===== src/ueb_defs.svh =====
/*
 * Constants of the endpoint buffer control block: register indices on the
 * device's own register port, bit positions of the endpoint configuration
 * and buffer handshake words, fixed offsets, and the controller's own map.
 * Assumes it is included by bare name, once or more.
 */
`ifndef UEB_DEFS_SVH
`define UEB_DEFS_SVH

// Device register indices on the register port
`define UEB_IDX_EP0_BUF      3'h0
`define UEB_IDX_EPX_CFG      3'h1
`define UEB_IDX_EPX_BUF      3'h2
`define UEB_IDX_SE_CTRL      3'h3
`define UEB_IDX_SE_STAT      3'h4

// Endpoint configuration word fields
`define UEB_CFG_EN           31
`define UEB_CFG_DBL          30
`define UEB_CFG_IRQ_EACH     29
`define UEB_CFG_IRQ_TWO      28
`define UEB_CFG_TYPE_HI      27
`define UEB_CFG_TYPE_LO      26
`define UEB_CFG_POLL_HI      25
`define UEB_CFG_POLL_LO      18
`define UEB_CFG_IRQ_STALL    17
`define UEB_CFG_IRQ_NAK      16
`define UEB_CFG_BASE_HI      15
`define UEB_CFG_BASE_LO      6

// Buffer handshake half-word fields (add 16 for buffer 1), then iso distance in word bits 28:27
`define UEB_BUF_FULL         15
`define UEB_BUF_LAST         14
`define UEB_BUF_PID          13
`define UEB_BUF_RSTSEL       12
`define UEB_BUF_STALL        11
`define UEB_BUF_AVAIL        10
`define UEB_BUF_LEN_HI       9
`define UEB_BUF_ISO_HI       28
`define UEB_BUF_ISO_LO       27

// Serial engine control and status bits
`define UEB_SEC_EP0_IRQ_BUF  0
`define UEB_SEC_EP0_IRQ_STL  1
`define UEB_SEC_EP0_IRQ_NAK  2
`define UEB_SES_ERR          0
`define UEB_SES_STALL_RX     1

// Buffer memory placement
`define UEB_EP0_BUF_BASE     12'h100
`define UEB_SGL_BUF_SIZE     12'h040
`define UEB_ISO_OFS_MIN      12'h080

// Reset values
`define UEB_RST_WORD         32'h0000_0000

// Controller register byte offsets on AHB-Lite
`define UEB_CTL_CMD          8'h00
`define UEB_CTL_WDATA        8'h04
`define UEB_CTL_RDATA        8'h08
`define UEB_CTL_STAT         8'h0C
`define UEB_CMD_WRITE        3

`endif


===== src/ueb_pkg.sv =====
/*
 * Types of the endpoint buffer control block: endpoint type encoding and
 * the packed state of each end.
 * Assumes ueb_defs.svh is reachable on the include path.
 */
`default_nettype none
package ueb_pkg;

    typedef enum logic [1:0] {
        UEB_TYPE_CTRL = 2'b00,
        UEB_TYPE_ISO  = 2'b01,
        UEB_TYPE_BULK = 2'b10,
        UEB_TYPE_INTR = 2'b11
    } ueb_type_e;

    typedef struct packed {
        logic [31:0] ep0_buf;
        logic [31:0] cfg;
        logic [31:0] buf_word;
        logic [2:0]  se_ctrl;
        logic [1:0]  se_stat;
        logic        sel;
        logic        pair;
        logic [31:0] rdata;
        logic        ack;
        logic        irq;
        logic [11:0] addr;
        logic        vsel;
        logic        avail;
        logic        full;
        logic        last;
        logic        pid;
        logic [9:0]  len;
        logic        stall;
        logic        en;
        logic [1:0]  etype;
        logic [7:0]  poll;
    } ueb_dev_s;

    typedef struct packed {
        logic [2:0]  cmd_idx;
        logic        cmd_wr;
        logic        busy;
        logic [31:0] wdata;
        logic [31:0] rdata;
        logic        req;
        logic        ph_act;
        logic        ph_wr;
        logic [7:0]  ph_addr;
        logic [31:0] hrdata;
        logic        hready;
    } ueb_ctl_s;

endpackage
`default_nettype wire


===== src/ueb_if.sv =====
/*
 * Register port between the endpoint buffer controller (dev) and the
 * processor-side bridge (ctl). One request per req pulse, answered by ack.
 * Assumes both ends share hclk.
 */
`timescale 1ns/1ps
`default_nettype none
interface ueb_if;
    logic        req;
    logic        we;
    logic [2:0]  idx;
    logic [31:0] wdata;
    logic [31:0] rdata;
    logic        ack;

    modport dev (input req, input we, input idx, input wdata, output rdata, output ack);
    modport ctl (output req, output we, output idx, output wdata, input rdata, input ack);
endinterface
`default_nettype wire


===== src/ueb_dev.sv =====
/*
 * Endpoint buffer controller: holds the numbered endpoint's configuration
 * word, the buffer handshake words of both endpoints, serial engine control
 * and status, and the internal buffer select. The serial engine reports
 * finished buffers on the user side; this block writes them back.
 * Assumes engine inputs come from logic on hclk.
 */
// Contract
// - endpoint zero unconfigured, buffers at 0x100
// - endpoint zero interrupt enables from engine control
// - bit31 enables, bit30 selects double buffering
// - interrupts each buffer, two buffers, stall, NAK
// - bits 27:26 give endpoint type
// - host poll interval in bits 25:18, ms-1
// - base in bits 15:6, low six ignored
// - single buffered uses lower half only
// - buffer select starts zero, toggles each numbered-endpoint buffer when double buffered
// - buffer select hidden from the processor
// - host interrupt/iso sets full even on failure
// - full set on OUT fill, cleared on IN
// - available cleared once buffer used
// - bits 14 and 30 mark last buffer
// - bits 13 and 29 choose DATA0 or DATA1
// - device bit12 resets select, cleared at end
// - bit11 stall request or stall received
// - lengths in bits 9:0 and 25:16
// - bits 28:27 set iso buffer distance
// - completion writes length, toggle, last, full, host stall; rest zero
// - software writes available and stall last
`timescale 1ns/1ps
`default_nettype none
`include "ueb_defs.svh"
module ueb_dev
    import ueb_pkg::*;
(
    input  wire logic  hclk,
    input  wire logic  hresetn,
    ueb_if.dev         bus,
    input  wire logic  host_mode,
    input  wire logic  eng_ep,
    input  wire logic  eng_done,
    input  wire logic  eng_out,
    input  wire logic  [9:0] eng_len,
    input  wire logic  eng_pid,
    input  wire logic  eng_err,
    input  wire logic  eng_stall_rx,
    input  wire logic  eng_stall_tx,
    input  wire logic  eng_nak_tx,
    output logic       [11:0] buf_addr,
    output logic       buf_sel,
    output logic       buf_avail,
    output logic       buf_full,
    output logic       buf_last,
    output logic       buf_pid,
    output logic       [9:0] buf_len,
    output logic       stall_req,
    output logic       ep_en,
    output logic       [1:0] ep_type,
    output logic       [7:0] poll_ms_m1,
    output logic       irq_req
);

    ueb_dev_s q;
    ueb_dev_s d;

    // Distance from buffer 0 to buffer 1 of the numbered endpoint
    function automatic logic [11:0] buf1_ofs(input logic [31:0] cfg, input logic [31:0] bw);
        logic [11:0] ofs;
        ofs = `UEB_SGL_BUF_SIZE;
        if (cfg[`UEB_CFG_TYPE_HI:`UEB_CFG_TYPE_LO] == UEB_TYPE_ISO) begin
            ofs = `UEB_ISO_OFS_MIN << bw[`UEB_BUF_ISO_HI:`UEB_BUF_ISO_LO];
        end
        return ofs;
    endfunction

    // Next state: register port, buffer completion, engine view
    always_comb begin
        logic        dbl;
        logic        half;
        logic        isr;
        logic [15:0] wb;
        logic [15:0] hw;
        logic [31:0] word;
        d     = q;
        dbl   = q.cfg[`UEB_CFG_DBL];
        half  = eng_ep && dbl && q.sel;
        isr   = q.cfg[`UEB_CFG_TYPE_LO];                                 // iso or interrupt
        word  = eng_ep ? q.buf_word : q.ep0_buf;
        wb    = '0;
        hw    = '0;
        d.ack = 1'b0;
        d.irq = 1'b0;
        // Register port: one-cycle answer; select never visible
        if (bus.req) begin
            d.ack = 1'b1;
            unique case (bus.idx)
                `UEB_IDX_EP0_BUF: d.rdata = q.ep0_buf;
                `UEB_IDX_EPX_CFG: d.rdata = q.cfg;
                `UEB_IDX_EPX_BUF: d.rdata = q.buf_word;
                `UEB_IDX_SE_CTRL: d.rdata = {29'h0, q.se_ctrl};
                `UEB_IDX_SE_STAT: d.rdata = {30'h0, q.se_stat};
                default:          d.rdata = `UEB_RST_WORD;
            endcase
            if (bus.we) begin
                unique case (bus.idx)
                    `UEB_IDX_EP0_BUF: d.ep0_buf = bus.wdata;
                    `UEB_IDX_EPX_CFG: d.cfg = bus.wdata;
                    `UEB_IDX_EPX_BUF: begin
                        d.buf_word = bus.wdata;
                        if (!host_mode && bus.wdata[`UEB_BUF_RSTSEL]) begin
                            d.sel  = 1'b0;
                            d.pair = 1'b0;
                        end
                    end
                    `UEB_IDX_SE_CTRL: d.se_ctrl = bus.wdata[2:0];
                    `UEB_IDX_SE_STAT: d.se_stat = q.se_stat & ~bus.wdata[1:0];
                    default: ;
                endcase
            end
        end
        // Completion write-back; hardware wins over a same-cycle write
        if (eng_done) begin
            hw = half ? word[31:16] : word[15:0];
            wb[`UEB_BUF_LEN_HI:0] = eng_len;
            wb[`UEB_BUF_PID]  = eng_pid;
            wb[`UEB_BUF_LAST] = hw[`UEB_BUF_LAST];
            wb[`UEB_BUF_FULL] = eng_out || (host_mode && eng_ep && isr);
            if (!half) begin
                wb[`UEB_BUF_STALL] = host_mode && eng_stall_rx;
            end
            // Available, reset-select and the rest fall to zero
            if (!eng_ep) begin
                d.ep0_buf[15:0] = wb;
            end else if (half) begin
                d.buf_word[31:16] = wb;
            end else begin
                d.buf_word[15:0] = wb;
            end
            if (eng_ep && dbl) begin
                d.sel  = ~q.sel;
                d.pair = ~q.pair;
            end
            if (eng_ep) begin
                d.irq = q.cfg[`UEB_CFG_IRQ_EACH] ||
                        (q.cfg[`UEB_CFG_IRQ_TWO] && dbl && q.pair);
            end else begin
                d.irq = q.se_ctrl[`UEB_SEC_EP0_IRQ_BUF];
            end
        end
        // Engine status: set wins over the clear above
        if (eng_done && eng_err) begin
            d.se_stat[`UEB_SES_ERR] = 1'b1;
        end
        if (eng_done && host_mode && eng_stall_rx) begin
            d.se_stat[`UEB_SES_STALL_RX] = 1'b1;
        end
        // Device-mode stall and NAK interrupts
        if (!host_mode && eng_ep) begin
            d.irq = d.irq || (eng_stall_tx && q.cfg[`UEB_CFG_IRQ_STALL]) ||
                    (eng_nak_tx && q.cfg[`UEB_CFG_IRQ_NAK]);
        end
        if (!host_mode && !eng_ep) begin
            d.irq = d.irq || (eng_stall_tx && q.se_ctrl[`UEB_SEC_EP0_IRQ_STL]) ||
                    (eng_nak_tx && q.se_ctrl[`UEB_SEC_EP0_IRQ_NAK]);
        end
        // Engine view of the addressed endpoint, from the next state
        d.vsel = eng_ep && d.cfg[`UEB_CFG_DBL] && d.sel;
        if (eng_ep) begin
            hw     = d.vsel ? d.buf_word[31:16] : d.buf_word[15:0];
            d.addr = {d.cfg[`UEB_CFG_BASE_HI:`UEB_CFG_BASE_LO], 2'b00} << 4;
            if (d.vsel) begin
                d.addr = d.addr + buf1_ofs(d.cfg, d.buf_word);
            end
            d.en    = d.cfg[`UEB_CFG_EN];
            d.etype = d.cfg[`UEB_CFG_TYPE_HI:`UEB_CFG_TYPE_LO];
            d.poll  = d.cfg[`UEB_CFG_POLL_HI:`UEB_CFG_POLL_LO];
        end else begin
            hw      = d.ep0_buf[15:0];
            d.addr  = `UEB_EP0_BUF_BASE;
            d.en    = 1'b1;
            d.etype = UEB_TYPE_CTRL;
            d.poll  = '0;
        end
        d.avail = hw[`UEB_BUF_AVAIL];
        d.full  = hw[`UEB_BUF_FULL];
        d.last  = hw[`UEB_BUF_LAST];
        d.pid   = hw[`UEB_BUF_PID];
        d.len   = hw[`UEB_BUF_LEN_HI:0];
        d.stall = !host_mode && !d.vsel && hw[`UEB_BUF_STALL];
    end

    // State register
    always_ff @(posedge hclk or negedge hresetn) begin
        if (!hresetn) begin
            q <= '0;
        end else begin
            q <= d;
        end
    end

    // Outputs straight from the state register
    assign bus.rdata  = q.rdata;
    assign bus.ack    = q.ack;
    assign buf_addr   = q.addr;
    assign buf_sel    = q.vsel;
    assign buf_avail  = q.avail;
    assign buf_full   = q.full;
    assign buf_last   = q.last;
    assign buf_pid    = q.pid;
    assign buf_len    = q.len;
    assign stall_req  = q.stall;
    assign ep_en      = q.en;
    assign ep_type    = q.etype;
    assign poll_ms_m1 = q.poll;
    assign irq_req    = q.irq;

endmodule
`default_nettype wire


===== src/flat_wrapper.sv =====
// flat-port wrapper written by rule: the top's interface ports become plain ports
module ueb_dev_flat import ueb_pkg::*;
  (hclk, hresetn, host_mode, eng_ep, eng_done, eng_out, eng_len, eng_pid, eng_err, eng_stall_rx, eng_stall_tx, eng_nak_tx, buf_addr, buf_sel, buf_avail, buf_full, buf_last, buf_pid, buf_len, stall_req, ep_en, ep_type, poll_ms_m1, irq_req, bus_req, bus_we, bus_idx, bus_wdata, bus_rdata, bus_ack);
  ueb_if bus_i ();
  input  wire logic hclk;
  input  wire logic hresetn;
  input  wire logic host_mode;
  input  wire logic eng_ep;
  input  wire logic eng_done;
  input  wire logic eng_out;
  input  wire logic  [9:0] eng_len;
  input  wire logic eng_pid;
  input  wire logic eng_err;
  input  wire logic eng_stall_rx;
  input  wire logic eng_stall_tx;
  input  wire logic eng_nak_tx;
  output logic       [11:0] buf_addr;
  output logic buf_sel;
  output logic buf_avail;
  output logic buf_full;
  output logic buf_last;
  output logic buf_pid;
  output logic       [9:0] buf_len;
  output logic stall_req;
  output logic ep_en;
  output logic       [1:0] ep_type;
  output logic       [7:0] poll_ms_m1;
  output logic irq_req;
  input wire logic [$bits(bus_i.req)-1:0] bus_req;
  input wire logic [$bits(bus_i.we)-1:0] bus_we;
  input wire logic [$bits(bus_i.idx)-1:0] bus_idx;
  input wire logic [$bits(bus_i.wdata)-1:0] bus_wdata;
  output wire logic [$bits(bus_i.rdata)-1:0] bus_rdata;
  output wire logic [$bits(bus_i.ack)-1:0] bus_ack;
  assign bus_i.req = bus_req;
  assign bus_i.we = bus_we;
  assign bus_i.idx = bus_idx;
  assign bus_i.wdata = bus_wdata;
  assign bus_rdata = bus_i.rdata;
  assign bus_ack = bus_i.ack;
  ueb_dev u_core (.hclk(hclk), .hresetn(hresetn), .bus(bus_i), .host_mode(host_mode), .eng_ep(eng_ep), .eng_done(eng_done), .eng_out(eng_out), .eng_len(eng_len), .eng_pid(eng_pid), .eng_err(eng_err), .eng_stall_rx(eng_stall_rx), .eng_stall_tx(eng_stall_tx), .eng_nak_tx(eng_nak_tx), .buf_addr(buf_addr), .buf_sel(buf_sel), .buf_avail(buf_avail), .buf_full(buf_full), .buf_last(buf_last), .buf_pid(buf_pid), .buf_len(buf_len), .stall_req(stall_req), .ep_en(ep_en), .ep_type(ep_type), .poll_ms_m1(poll_ms_m1), .irq_req(irq_req));
endmodule

===== config.mk =====
export PLATFORM = sky130hd
export DESIGN_NAME = ueb_dev_flat
export DESIGN_NICKNAME = d
export VERILOG_FILES = /design/src/ueb_pkg.sv /design/src/ueb_if.sv /design/src/ueb_dev.sv /design/src/flat_wrapper.sv
export VERILOG_INCLUDE_DIRS = /design/src
export SDC_FILE = /design/constraint.sdc
export NUM_CORES = 1
export LEC_CHECK = 0
export BUFFER_PORTS_ARGS = -buffer_cell sky130_fd_sc_hd__buf_2
export CORE_ASPECT_RATIO = 1.4
export CORE_MARGIN = 3
export CORE_UTILIZATION = 35
export DETAILED_ROUTE_END_ITERATION = 8
export SETUP_SLACK_MARGIN = 0.4
export SKIP_LAST_GASP = 1
export SYNTH_ARGS = -nofsm -noshare
export SYNTH_HDL_FRONTEND = slang
export SYNTH_SLANG_ARGS = --single-unit

===== constraint.sdc =====
create_clock -name hclk -period 3.8 [get_ports hclk]
set_clock_uncertainty 0.1 [all_clocks]
set_input_delay 0.19 -clock hclk [delete_from_list [all_inputs] [get_ports hclk]]
set_output_delay 0.19 -clock hclk [all_outputs]
set_load 0.01 [all_outputs]

==> results.md <==
* Multi-input logic area at 0.00338 mm^2
* DRT Wirelength at 24600 um
* # DRC at 0
* Measured slew at the worst slew-check pin at 1.00 ns
* Setup Slack @ Placement at 0.771 ns
* Post-CTS Setup Inserts at 0
* Worst Path Max Fanout at 11
* First-pass GRT wire length at 39000 um
* Via count at 6215
* Crit path DAT at 3.28 ns
* Die height at 190 um
* Fin crit period at 3.05 ns
* Synth Warn # at 0
* Fmax at 328 MHz
* Seq/Total Area, Yosys at 50.5%
* Unrepaired setup endpoints after global routing: false
* Required @ worst endpoint at 4.03 ns
* Sw Ratio at 30.2%
* GRT Util Overall at 19.5%
* Fin nets at 953
* Die width at 137 um
* Initial core utilization at 36.0%
* Final setup viols at 0
* # resized after CTS at 0
* Logic pwr share at 22.5%
* Setup TNS at 0 ns
* Mean Syn Cell Area at 10.7 um^2
* Crit Path Class: register to register
* FF/Latch Area at 0.00425 mm^2
* TritonRoute pass-1 iters at 5
* Period Utilization, post-route at 80.3%
* Post-synthesis cell count at 790
* GRT overflow at 0
* Synth Register Bits at 170
* Area of the die at 0.0260 mm^2
* Synth top area cells: dfrtp_1, mux2i_1, mux2_2
* EDFF count, synth at 0
* Max clock buf depth at 2
* Post-synth top area cell: dfrtp_1
* Share of layout cells above drive strength 1 at 27.3%
* Post-DP HPWL at 16900 um
* Hold crit path type: primary input to register
* Synth-to-Final Area Change at 18.6%
* Top cells by count, synth: dfrtp_1, buf_4, mux2i_1, a21oi_1, nor2_1
* Antenna viol nets, final at 0
* Hold Vio Cnt, Final at 0
* Rel. slew slack at 33.3%
* Largest net degree at the start of global routing at 102
* Fillers at 2356
* Most frequent cell after synthesis: dfrtp_1
* Final Max Slew Viols at 0
* PnR worst setup slack at 0.748 ns
* Number of port buffers at 124
* Top_reg_cell synth: dfrtp_1
* Internal Power at 3870 uW
* Top Ports at 131
* CP Launch Type: register
* CTS tree: yes
* NetSw at 1670 uW
* Initial antenna violation count at 0
* Cell area after synthesis at 0.00843 mm^2
* Rows at 66
* Worst vdd ir at 0.310 mV
* Reg power frac at 43.6%
* Synth top area share at 50.5%
* Inserted Clock Buffers at 17
* Core ar. at 0.0235 mm^2
* Part of the power in the clock network at 33.9%
* Vias in the first global route at 6569
* Clk slew on worst S/H paths at 0.07 ns
* Post-synth ARST share at 100%
* Leakage at 0.00477 uW
* Clock sink total at 170
* 1st-iter DRT viols at 495
* Worst skew pair latency at 0.43 ns
* Post-DR vias/cell at 5.14
* Status: finished clean
* Critical path endpoint category: register
* Root buf cell: clkbuf_16
* PD cells at 555 mW/mm^2
* Number of diodes at 0
* Post-synthesis cell type count at 59
* Final GP Congestion at 0.837
* WL/cell at 20.3 um
* H-tree depth at 4
* Max-Cap Viols at 0
==> flip-flops by register name, indices dropped and copies added (netlist names), 2 cells and up <==
signal and cells:
u_core.buf_addr 6, u_core.buf_len 10, u_core.bus.rdata 32, u_core.q 103, u_core.ep_type 2, u_core.poll_ms_m1 8
==> per-layer routing <==
layer	routed length, um	part of all wire, %	track usage [%]
met1	11000	45	26.4
met2	11900	48	31.0
met3	947	3.9	3.78
met4	712	2.9	7.18
met5	0	0	0
==> worst paths after layout <==
path / start / to / slack (ns) / cells past startpoint
max: u_core.q[142]$_DFF_PN0_ / u_core.buf_addr[11]$_DFF_PN0_ / 0.75 / 10
min: bus_wdata[8] / u_core.q[120]$_DFF_PN0_ / 0.02 / 2
max reg2reg: u_core.q[142]$_DFF_PN0_ / u_core.buf_addr[11]$_DFF_PN0_ / 0.75 / 10
min reg2reg: u_core.q[171]$_DFFE_PN0P_ / u_core.q[171]$_DFFE_PN0P_ / 0.38 / 2
max in group asynchronous: hresetn / u_core.q[80]$_DFF_PN0_ / 2.26 / 3
min in group asynchronous: hresetn / u_core.q[93]$_DFF_PN0_ / 0.31 / 2
==> worst max-delay path, stage by stage, from the launching register on <==
cell and delay (ns):
dfrtp_1 0.50, nand2_1 0.12, nor2_1 0.57, a21oi_1 0.21, nor3_1 0.38, ha_1 0.32, a211oi_1 0.25, o21bai_1 0.10
a21oi_1 0.20, o211ai_1 0.10, o31ai_1 0.11
==> logic make-up (layout without fill, tap and decap cells) <==
kind of cell	count (synthesis)	after routing	synth area share, %
AOI/OAI and AO/OA	189	189	14.7
DFF	170	170	50.5
and+or+nand+nor	155	155	8.77
buffers and inverters	148	255	9.81
muxes	118	118	14.9
adders and majority gates	6	6	0.979
xor gates and xnor gates	3	3	0.312
other	1	6	0.0445
==> per-stage QoR <==
step           instances  power [uW]  hold slack (ns)  area, um^2  utilization, %
3_3_place_gp        1131        3630            0.279        8920            38.0
6_report            1208        5540           0.0216       10000            42.6
2_1_floorplan        795        3300           -0.206        8450               -
3_5_place_dp        1131        3650            0.274        8920            38.0
4_1_cts             1208        5580          0.00284       10000            42.6
5_1_grt             1208        5840           0.0133       10000            42.6
==> final cells by class <==
cell class / count / area share (%)
clock buffer: 19 / 4.43
clock inverter: 13 / 1.89
inverter: 35 / 1.31
multi-input combinational: 477 / 33.8
sequential: 170 / 42.5
tap: 306 / 3.83
timing repair buffer: 188 / 12.2
==> placed cells by master (no fill, tap or decap), drive strengths merged, types with 5 or more instances in the layout <==
| cell | instances |
|---|---|
| and2 | 12 |
| nand2b | 5 |
| dfrtp | 170 |
| dlygate4sd3 | 45 |
| buf | 143 |
| a211o | 12 |
| nand2 | 36 |
| nand3 | 19 |
| clkbuf | 19 |
| ha | 5 |
| a2111oi | 10 |
| o21ai | 30 |
| conb | 6 |
| mux2 | 51 |
| a21oi | 64 |
| nor2 | 58 |
| a31oi | 6 |
| inv | 40 |
| nand4 | 5 |
| a211oi | 12 |
| o22ai | 30 |
| mux2i | 66 |
==> power groups by stage <==
stage,Sequential (uW),Combinational (uW),Clock (uW)
final,2420,1250,1880
after global routing,2460,1390,1980
after CTS,2410,1250,1920
after floorplan,2360,931,0
after global placement,2440,1190,0
after detailed placement,2440,1210,0
==> repair_timing <==
action,CTS,global route
endpoints found under the setup margin,0,0
endpoints found under the hold margin,180,0
hold buffers,45,0
(Power assumes the default switching activity.)
